--- src/ccpm_pkg.sv ---
/*
  Constants for the capture/compare/PWM channel: register offsets, field
  layout, mode codes, prescale terminals and status bit positions.
  Assumes one 32-bit APB slave with word-aligned registers.
*/
package ccpm_pkg;
  localparam int ADDR_W = 8;
  localparam int DATA_W = 32;
  localparam int CTRL_W = 8;
  localparam int DUTY_HI_W = 8;
  localparam int PT_W = 8;
  ////////////////////////////////////////////////////////////////////////
  // register offsets
  localparam logic [ADDR_W-1:0] OFF_CTRL = 8'h00;
  localparam logic [ADDR_W-1:0] OFF_DUTY_HI = 8'h04;
  localparam logic [ADDR_W-1:0] OFF_SHADOW = 8'h08;
  localparam logic [ADDR_W-1:0] OFF_CAPT = 8'h0C;
  localparam logic [ADDR_W-1:0] OFF_CMPV = 8'h10;
  localparam logic [ADDR_W-1:0] OFF_STAT = 8'h14;
  localparam logic [ADDR_W-1:0] OFF_CLR = 8'h18;
  localparam logic [ADDR_W-1:0] OFF_IEN = 8'h1C;
  ////////////////////////////////////////////////////////////////////////
  // control register layout
  localparam logic [CTRL_W-1:0] CTRL_RST = 8'h00;
  localparam logic [CTRL_W-1:0] CTRL_MASK = 8'h3F;
  localparam int MODE_LSB = 0;
  localparam int MODE_W = 4;
  localparam int DUTY_LSB = 4;
  localparam int DUTY_LO_W = 2;
  ////////////////////////////////////////////////////////////////////////
  // mode codes
  localparam logic [MODE_W-1:0] MODE_OFF = 4'h0;
  localparam logic [MODE_W-1:0] MODE_TOGGLE = 4'h2;
  localparam logic [MODE_W-1:0] MODE_CAP_FALL = 4'h4;
  localparam logic [MODE_W-1:0] MODE_CAP_RISE = 4'h5;
  localparam logic [MODE_W-1:0] MODE_CAP_R4 = 4'h6;
  localparam logic [MODE_W-1:0] MODE_CAP_R16 = 4'h7;
  localparam logic [MODE_W-1:0] MODE_CMP_SET = 4'h8;
  localparam logic [MODE_W-1:0] MODE_CMP_CLR = 4'h9;
  localparam logic [MODE_W-1:0] MODE_CMP_FLAG = 4'hA;
  localparam logic [MODE_W-1:0] MODE_CMP_SPEC = 4'hB;
  localparam logic [1:0] MODE_PWM_TOP = 2'h3;
  ////////////////////////////////////////////////////////////////////////
  // prescaler terminals and status bits
  localparam int PRESC_W = 4;
  localparam logic [PRESC_W-1:0] PRESC_ZERO = 4'h0;
  localparam logic [PRESC_W-1:0] PRESC_4 = 4'h3;
  localparam logic [PRESC_W-1:0] PRESC_16 = 4'hF;
  localparam int STAT_W = 2;
  localparam int STAT_EVENT = 0;
  localparam int STAT_RELOAD = 1;
  typedef enum logic [3:0] {
    FUNC_OFF = 4'b0001,
    FUNC_CAP = 4'b0010,
    FUNC_CMP = 4'b0100,
    FUNC_PWM = 4'b1000
  } ccpm_func_e;
endpackage

--- src/ccpm_channel.sv ---
/*
  One capture/compare/PWM channel with its control register, duty
  double buffer, edge prescaler, event flag and APB register slave.
  Assumes the timers live outside: a free capture/compare timer, the
  period timer with its two low time-base bits and a period match pulse.
*/
// Behaviour
// - the two top bits of the channel control register always read as zero.
// - every implemented control bit clears on any reset.
// - mode 0100 captures on each falling pin edge.
// - mode 0101 captures on each rising pin edge.
// - mode 0110 captures on every fourth rising pin edge.
// - mode 0111 captures on every sixteenth rising pin edge.
// - mode 0010 inverts the output at each compare match.
// - mode 1000 drives the output high and sets the event flag on a match.
// - mode 1001 drives the output low and sets the event flag on a match.
// - mode 1010 only sets the event flag on a match, leaving the pin alone.
// - the duty value reaches the shadow and latch only at a period match.
// - in PWM the pin goes low when the time base equals the latched duty.
module ccpm_channel #(
  parameter int TMR_W = 16,
  parameter bit SECOND_CHANNEL = 1'b0
) (
  // clock and reset
  input wire logic clk,
  input wire logic sys_rst,
  // apb slave
  input wire logic psel,
  input wire logic penable,
  input wire logic pwrite,
  input wire logic [ccpm_pkg::ADDR_W-1:0] paddr,
  input wire logic [ccpm_pkg::DATA_W-1:0] pwdata,
  output logic [ccpm_pkg::DATA_W-1:0] prdata,
  output logic pready,
  output logic pslverr,
  // timers
  input wire logic [TMR_W-1:0] capcomp_timer,
  input wire logic [ccpm_pkg::PT_W-1:0] period_timer,
  input wire logic [ccpm_pkg::DUTY_LO_W-1:0] base_low,
  input wire logic period_match,
  // converter
  input wire logic adc_enabled,
  output logic adc_start,
  // channel pin
  input wire logic channel_pin_in,
  output logic channel_pin_out,
  output logic channel_pin_oe,
  // interrupt
  output logic irq
);
  import ccpm_pkg::*;

  typedef struct packed {
    logic [CTRL_W-1:0] ctrl;
    logic [DUTY_HI_W-1:0] duty_high;
    logic [DUTY_HI_W-1:0] shadow;
    logic [DUTY_LO_W-1:0] latch_low;
    logic [TMR_W-1:0] capt;
    logic [TMR_W-1:0] cmpv;
    logic [STAT_W-1:0] stat;
    logic [STAT_W-1:0] ien;
    logic [PRESC_W-1:0] presc;
    logic pin_d;
    logic match_d;
    logic pin_out;
    logic pin_oe;
    logic adc_start;
    logic irq;
    logic [DATA_W-1:0] prdata;
    logic pready;
    logic pslverr;
  } ccpm_state_s;

  localparam ccpm_state_s ST_RST = '0;

  ccpm_state_s cur;
  ccpm_state_s next_st;
  ccpm_func_e func;
  logic [MODE_W-1:0] mode;
  logic rise;
  logic fall;
  logic match_now;
  logic cmp_hit;
  logic cap_ev;
  logic reload_ev;
  logic setup;
  logic access;
  logic [PRESC_W-1:0] presc_top;
  logic [DUTY_HI_W+DUTY_LO_W-1:0] duty_lat;
  logic [DUTY_HI_W+DUTY_LO_W-1:0] duty_new;
  logic [DUTY_HI_W+DUTY_LO_W-1:0] time_base;
  logic [STAT_W-1:0] clr;

  assign mode = cur.ctrl[MODE_LSB +: MODE_W];
  assign duty_lat = {cur.shadow, cur.latch_low};
  assign duty_new = {cur.duty_high, cur.ctrl[DUTY_LSB +: DUTY_LO_W]};
  assign time_base = {period_timer, base_low};
  assign rise = channel_pin_in & ~cur.pin_d;
  assign fall = ~channel_pin_in & cur.pin_d;
  assign match_now = (capcomp_timer == cur.cmpv);
  assign cmp_hit = match_now & ~cur.match_d;
  assign setup = psel & ~penable;
  assign access = psel & penable & cur.pready;
  assign presc_top = (mode == MODE_CAP_R4) ? PRESC_4 : PRESC_16;

  ////////////////////////////////////////////////////////////////////////
  // mode decode
  always_comb begin
    if (mode[MODE_W-1 -: 2] == MODE_PWM_TOP) begin
      func = FUNC_PWM;
    end else if (mode inside {MODE_CAP_FALL, MODE_CAP_RISE, MODE_CAP_R4, MODE_CAP_R16}) begin
      func = FUNC_CAP;
    end else if (mode == MODE_TOGGLE || mode[MODE_W-1]) begin
      func = FUNC_CMP;
    end else begin
      func = FUNC_OFF;
    end
  end

  ////////////////////////////////////////////////////////////////////////
  // next state
  always_comb begin
    next_st = cur;
    cap_ev = 1'b0;
    reload_ev = 1'b0;
    clr = '0;
    next_st.pin_d = channel_pin_in;
    next_st.match_d = match_now;
    next_st.adc_start = 1'b0;
    case (func)
      FUNC_CAP: begin
        if (mode == MODE_CAP_FALL) begin
          cap_ev = fall;
        end else if (mode == MODE_CAP_RISE) begin
          cap_ev = rise;
        end else if (rise) begin
          if (cur.presc == presc_top) begin
            cap_ev = 1'b1;
            next_st.presc = PRESC_ZERO;
          end else begin
            next_st.presc = cur.presc + 1'b1;
          end
        end
        if (cap_ev) begin
          next_st.capt = capcomp_timer;
        end
      end
      FUNC_CMP: begin
        if (mode == MODE_TOGGLE || mode == MODE_CMP_SET || mode == MODE_CMP_CLR) begin
          next_st.pin_oe = 1'b1;
        end
        if (cmp_hit) begin
          case (mode)
            MODE_TOGGLE: next_st.pin_out = ~cur.pin_out;
            MODE_CMP_SET: next_st.pin_out = 1'b1;
            MODE_CMP_CLR: next_st.pin_out = 1'b0;
            MODE_CMP_SPEC: next_st.adc_start = SECOND_CHANNEL & adc_enabled;
            default: next_st.pin_out = cur.pin_out;
          endcase
        end
      end
      FUNC_PWM: begin
        next_st.pin_oe = 1'b1;
        if (period_match) begin
          next_st.shadow = cur.duty_high;
          next_st.latch_low = cur.ctrl[DUTY_LSB +: DUTY_LO_W];
          next_st.pin_out = (duty_new != '0);
          reload_ev = 1'b1;
        end else if (time_base == duty_lat) begin
          next_st.pin_out = 1'b0;
        end
      end
      default: begin
        // off: prescaler, duty latch and pin back to reset
        next_st.presc = PRESC_ZERO;
        next_st.shadow = '0;
        next_st.latch_low = '0;
        next_st.pin_out = 1'b0;
        next_st.pin_oe = 1'b0;
      end
    endcase

    // apb: answer prepared in setup, given in access
    next_st.pready = setup;
    next_st.pslverr = 1'b0;
    if (setup) begin
      next_st.prdata = '0;
      if (!pwrite) begin
        case (paddr)
          OFF_CTRL: next_st.prdata = DATA_W'(cur.ctrl & CTRL_MASK);
          OFF_DUTY_HI: next_st.prdata = DATA_W'(cur.duty_high);
          OFF_SHADOW: next_st.prdata = DATA_W'(duty_lat);
          OFF_CAPT: next_st.prdata = DATA_W'(cur.capt);
          OFF_CMPV: next_st.prdata = DATA_W'(cur.cmpv);
          OFF_STAT: next_st.prdata = DATA_W'(cur.stat);
          OFF_CLR: next_st.prdata = '0;
          OFF_IEN: next_st.prdata = DATA_W'(cur.ien);
          default: next_st.pslverr = 1'b1;
        endcase
      end else if (!(paddr inside {OFF_CTRL, OFF_DUTY_HI, OFF_CMPV, OFF_CLR, OFF_IEN})) begin
        next_st.pslverr = 1'b1;
      end
    end
    if (access && pwrite && !cur.pslverr) begin
      case (paddr)
        OFF_CTRL: begin
          next_st.ctrl = pwdata[CTRL_W-1:0] & CTRL_MASK;
          if (pwdata[MODE_LSB +: MODE_W] != mode) begin
            next_st.presc = PRESC_ZERO;
          end
        end
        OFF_DUTY_HI: next_st.duty_high = pwdata[DUTY_HI_W-1:0];
        OFF_CMPV: next_st.cmpv = pwdata[TMR_W-1:0];
        OFF_CLR: clr = pwdata[STAT_W-1:0];
        OFF_IEN: next_st.ien = pwdata[STAT_W-1:0];
        default: clr = '0;
      endcase
    end

    // sticky status: a set in the clearing cycle wins
    next_st.stat = cur.stat & ~clr;
    if (cap_ev || (func == FUNC_CMP && cmp_hit)) begin
      next_st.stat[STAT_EVENT] = 1'b1;
    end
    if (reload_ev) begin
      next_st.stat[STAT_RELOAD] = 1'b1;
    end
    next_st.irq = |(next_st.stat & next_st.ien);
  end

  always_ff @(posedge clk or posedge sys_rst) begin
    if (sys_rst) begin
      cur <= ST_RST;
    end else begin
      cur <= next_st;
    end
  end

  assign prdata = cur.prdata;
  assign pready = cur.pready;
  assign pslverr = cur.pslverr;
  assign adc_start = cur.adc_start;
  assign channel_pin_out = cur.pin_out;
  assign channel_pin_oe = cur.pin_oe;
  assign irq = cur.irq;
endmodule

--- config.mk ---
export PLATFORM = sky130hd
export DESIGN_NAME = ccpm_channel
export DESIGN_NICKNAME = d
export VERILOG_FILES = /design/src/ccpm_pkg.sv /design/src/ccpm_channel.sv
export SDC_FILE = /design/constraint.sdc
export NUM_CORES = 1
export LEC_CHECK = 0
export ABC_CLOCK_PERIOD_IN_PS = 3300
export BUFFER_PORTS_ARGS = -buffer_cell sky130_fd_sc_hd__buf_2
export CAP_MARGIN = 20
export CORE_ASPECT_RATIO = 0.9
export CORE_UTILIZATION = 30
export CTS_CLUSTER_SIZE = 16
export DETAILED_ROUTE_END_ITERATION = 7
export GPL_TIMING_DRIVEN = 1
export HOLD_SLACK_MARGIN = 0.15
export PLACE_DENSITY = 0.48
export SETUP_SLACK_MARGIN = 0.4
export SKIP_CTS_REPAIR_TIMING = 1
export SLEW_MARGIN = 40
export SYNTH_ARGS = -nofsm -noshare
export SYNTH_HDL_FRONTEND = slang
export SYNTH_SLANG_ARGS = --single-unit
--- constraint.sdc ---
create_clock -name clk -period 3.3 [get_ports clk]
set_input_delay 0.66 -clock clk [delete_from_list [all_inputs] [get_ports clk]]
set_output_delay 0.66 -clock clk [all_outputs]
set_load 0.05 [all_outputs]
# Word-level counts from Yosys, hierarchy flattened
# Cells that the tools add are included.
[word_totals] register_bits=103
[classes] reduce_logical=23 bitwise=16 n_eq_ne=27 addsub=1 muxes=39
[op_table] operator="$pmux 16 s7" count=1
[op_table] operator="$mux 4" count=9
[op_table] operator="$eq 8x5->1 const B" count=4
[op_table] operator="$eq 4x3->1 const B" count=5
[op_table] operator="$pmux 10 s2" count=1
[op_table] operator="$mux 1" count=18
[op_table] operator="$eq 16x16->1" count=1
[op_table] operator="$eq 8x4->1 const B" count=2
[op_table] operator="$mux 16" count=1
[op_table] operator="$eq 4x4->1 const B" count=3
[op_table] operator="$reduce_and 2->1" count=6
[op_table] operator="$eq 10x10->1" count=1
[op_table] operator="$mux 10" count=1
[op_table] operator="$reduce_bool 10->1" count=1
[op_table] operator="$eq 4x2->1 const B" count=2
[op_table] operator="$eq 8x3->1 const B" count=1
[op_table] operator="$logic_not 8->1" count=1
[op_table] operator="$pmux 4 s2" count=1
[op_table] operator="$reduce_or 8->1" count=1
[op_table] operator="$not 1->1" count=7
[op_table] operator="$and 1x1->1" count=6
[op_table] operator="$mux 2" count=3
[op_table] operator="$mux 6" count=1
[op_table] operator="$ne 2x2->1 const B" count=3
[op_table] operator="other kinds (18)" count=26

# Depth between registers and ports, before layout
[logic_depth] ltp_word=13 depth_mapped=8 depth_no_buf=6

# Worst setup path after synthesis
# No wires, ideal clock.
[synth_timing] path_kind="input -> register" from="in paddr[3] (netlist bit)" to="reg cur[48] (netlist bit)" t_required_ns=3.175 path_slack_ns=1.075 arrival_ns=2.100 setup_time_ns=0.125 path_stages=6 n_path_buf=2 path_cell_list="buf_2 -> nor2_1 -> nand2_1 -> nor3_2 -> buf_4 -> mux2_2"
[synth_via] elab_chain_cells=2
[synth_lines] element="from (decl)" line_no="ccpm_channel.sv:31" text="input wire logic [ccpm_pkg::ADDR_W-1:0] paddr,"
[synth_lines] element="$eq 8x5->1" line_no="ccpm_channel.sv:205" text="case (paddr)"
[synth_lines] element="$reduce_and 2->1 (no line)"
[synth_lines] element="to (signal assigned)" line_no="ccpm_channel.sv:235" text="cur <= next_st;"
[synth_lines] element="to (decl)" line_no="ccpm_channel.sv:76" text="ccpm_state_s cur;"
# No other way between the ends.
# A chain may end at the register's enable or synchronous reset.

==> out/metrics.yaml <==
timing:
  rsz0062_at_grt: "no"
  max_freq_mhz: 451.5
  final.setup.tns_ns: 0
  hold_viol_final: 0
  period_needed_ns: 2.215
  slew_headroom_pct: 48.62
  clock_skew_ns: 0.004698
  slew_viol_final: 0
  fin_ws_ns: 1.085
  timing.final.crit_share_pct: 67.11
  tightest_slew_ns: 0.7707
  final-setup-viol-count: 0
cells_and_area:
  final_layout_size_suffix_gt1_share_pct: 32.59
  nets: 565
  area_delta_synth_final_pct: 15.03
  mostFrequentLayoutCells: "dfrtp_1 (87), buf_2 (77), mux2_2 (45)"
  final_common_cell: "dfrtp_1"
  nFillCells: 1550
  stdcell_area_um2: 5383
  n_antenna_cell: 0
  multi_input_area_um2: 2172
  seq_area_um2: 2177
  fin_util_pct: 35.94
synthesis:
  yosysWarningCount: 0
  synth_seq_area_share_pct: 46.52
  postSynthCellCount: 438
  avgSynthCellArea_um2: 10.68
  ys_async_sr_fraction_pct: 100.0
  synth_enable_flop_cells: 0
  ys_types: 52
  syn_area_um2: 4679
  synthFlopType: "dfrtp_1"
  synth_seq_cells: 87
placed_design:
  io_buffers: 77
  dp_hpwl_um: 8810
  dpl-instance-area_um2: 5070
  gp_congestion: 0.7557
  post-place-ws_ns: 0.7149
clocking:
  htreeDepth: 3
  cts_tree: "built"
  clk_latency_ns: 0.34
  clockRootBuffer: "clkbuf_16"
  clkTransAtPathRegs_ns: 0.06
  numCtsBuffers: 9
  clkSinkCount: 87
  clk_path_buf_depth: 2
critical_path:
  reg2reg_slack_ns: 1.09
  endpoint: "irq"
  cp_cell_sequence: "nor2_1 > o2111ai_1 > o32a_1 > buf_4 > nand3_1 > a22o_1"
  crit_required_ns: 3.53
  cp_data_arrival_time_ns: 2.44
  r2r-start: "cur[101]"
  critical_path_class: "flip-flop to flip-flop"
  crit_start: "cur[101]"
  r2r_end: "irq"
  end_kind: "flip-flop"
  critPathSlowestCell: "dfrtp_1"
  critPathLaunchType: "flip-flop"
  slowest_delay_ns: 0.84
  crit_fanout: 23
  ff2ff_path_depth: 6
power:
  ir_drop_uv: 259.8
  p_per_area_nw_per_um2: 438.6
  finalPower_mw: 2.361
  leakage_nw: 2.559
grt:
  grt_pass1_wl_um: 19000
  antenna_found_initial: 0
  grt.overflow.total: 0
  grt_usage_pct: 15.74
  grt_pass1_vias: 3398
  grt_max_degree: 88
min_path:
  hp-class: "input port to flip-flop"
die:
  ios: 112
  die-area_um2: 16100
  start_util_pct: 31.24
  die_width_um: 133.7
  core_area_um2: 14980
  core.rowCount: 42
  die_h_um: 120.5
routing:
  drt-initial-drc-count: 209
  firstDrtPassIters: 4
  wl_um: 11980
  vias_per_cell: 4.977
  wl_per_cell_um: 17.31
  vias: 3444
  antenna_left: 0
  drc: 0
job:
  cap_violations: 0
status:
  status: "finished clean"
critical path: cells and delay by family, from the launching register on:
family,cells,cell delay [ns]
simple gates,2,0.39
flops,1,0.84
compound gates,3,0.59
buf+inv,1,0.28
layer usage:
layer | wire, um | GRT usage [%] | vias to the layer above | share of wire (%)
met5 | 0 | 0 | - | 0
met4 | 129 | 6.179 | 0 | 1.1
met3 | 404 | 2.348 | 9 | 3.4
met2 | 5626 | 24.87 | 93 | 47
met1 | 5816 | 21.68 | 1723 | 49
li1 | - | - | 1619 | -
worst min-delay path by stage:
| stage | start | endpoint | slack [ns] | cells after the start |
|---|---|---|---|---|
| final | channel_pin_in | cur[39] | 0.45 | 1 |
| after global routing | channel_pin_in | cur[39] | 0.45 | 1 |
| after CTS | channel_pin_in | cur[39] | 0.43 | 1 |
| after detailed placement | prdata[0] | prdata[0] | 0.47 | 2 |
| after global placement | prdata[0] | prdata[0] | 0.46 | 2 |
| after floorplan | prdata[0] | prdata[0] | 0.45 | 2 |
power breakdown:
group          internal [mW]  switching [mW]
Clock                  0.678           0.420
Sequential              1.07         0.00434
Combinational         0.0553           0.131
per-stage QoR:
stage                     hold slack [ns]  std cells
after CTS                          0.4340        692
after global placement             0.4622        677
after floorplan                    0.4510        454
after detailed placement           0.4687        677
after global routing               0.4496        692
final                              0.4467        692
flip-flops by register name, summed over array words and instances, names as in the netlist:
name             flops
prdata              16
channel_pin_out      1
pready               1
cur                 66
irq                  1
channel_pin_oe       1
pslverr              1
cell families (layout without fill, tap and decap cells):
group	Yosys count	count (layout)	share of synthesized area (%)
multiplexers	60	60	16.04
other	1	17	0.08014
adder cells (fa/ha/maj)	1	1	0.2673
buffers and inverters	64	104	8.342
AND/OR/NAND/NOR	127	127	13.85
XOR/XNOR	30	30	5.615
AO/OA/AOI/OAI	68	68	9.278
flip-flops	87	87	46.52
cells in the mapped netlist, drive strengths merged (2+ instances only):
| cell | instances | area share, % |
|---|---|---|
| dfrtp | 87 | 47 |
| mux2 | 52 | 13 |
| buf | 46 | 6.9 |
| nand2 | 37 | 3.0 |
| o21ai | 25 | 2.8 |
| xnor2 | 24 | 4.5 |
| nor2 | 20 | 1.6 |
| nand3 | 17 | 1.8 |
| nand4 | 17 | 2.3 |
| clkbuf | 13 | 1.0 |
| a21oi | 9 | 0.96 |
| a22oi | 9 | 1.4 |
| nor2b | 8 | 1.1 |
| a31oi | 6 | 0.80 |
| nor3 | 6 | 0.86 |
| xor2 | 6 | 1.1 |
| a22o | 5 | 0.94 |
| inv | 5 | 0.40 |
| mux4 | 5 | 2.4 |
| nor4 | 5 | 0.67 |
| nand2b | 4 | 0.53 |
| and3 | 3 | 0.40 |
| mux2i | 3 | 0.64 |
| or4 | 3 | 0.56 |
| a21boi | 2 | 0.32 |
| a2bb2oi | 2 | 0.37 |
| and2 | 2 | 0.27 |
| o21a | 2 | 0.32 |
| or2 | 2 | 0.32 |
area by class of cell:
| type | instances | area share (%) |
|---|---|---|
| inverter | 5 | 0.4184 |
| tap | 198 | 4.603 |
| sequential | 87 | 40.45 |
| multi-input combinational | 303 | 40.35 |
| clock inverter | 4 | 1.302 |
| clock buffer | 11 | 4.510 |
| timing repair buffer | 84 | 8.368 |
Note: power is estimated with default switching activity, not from simulation.
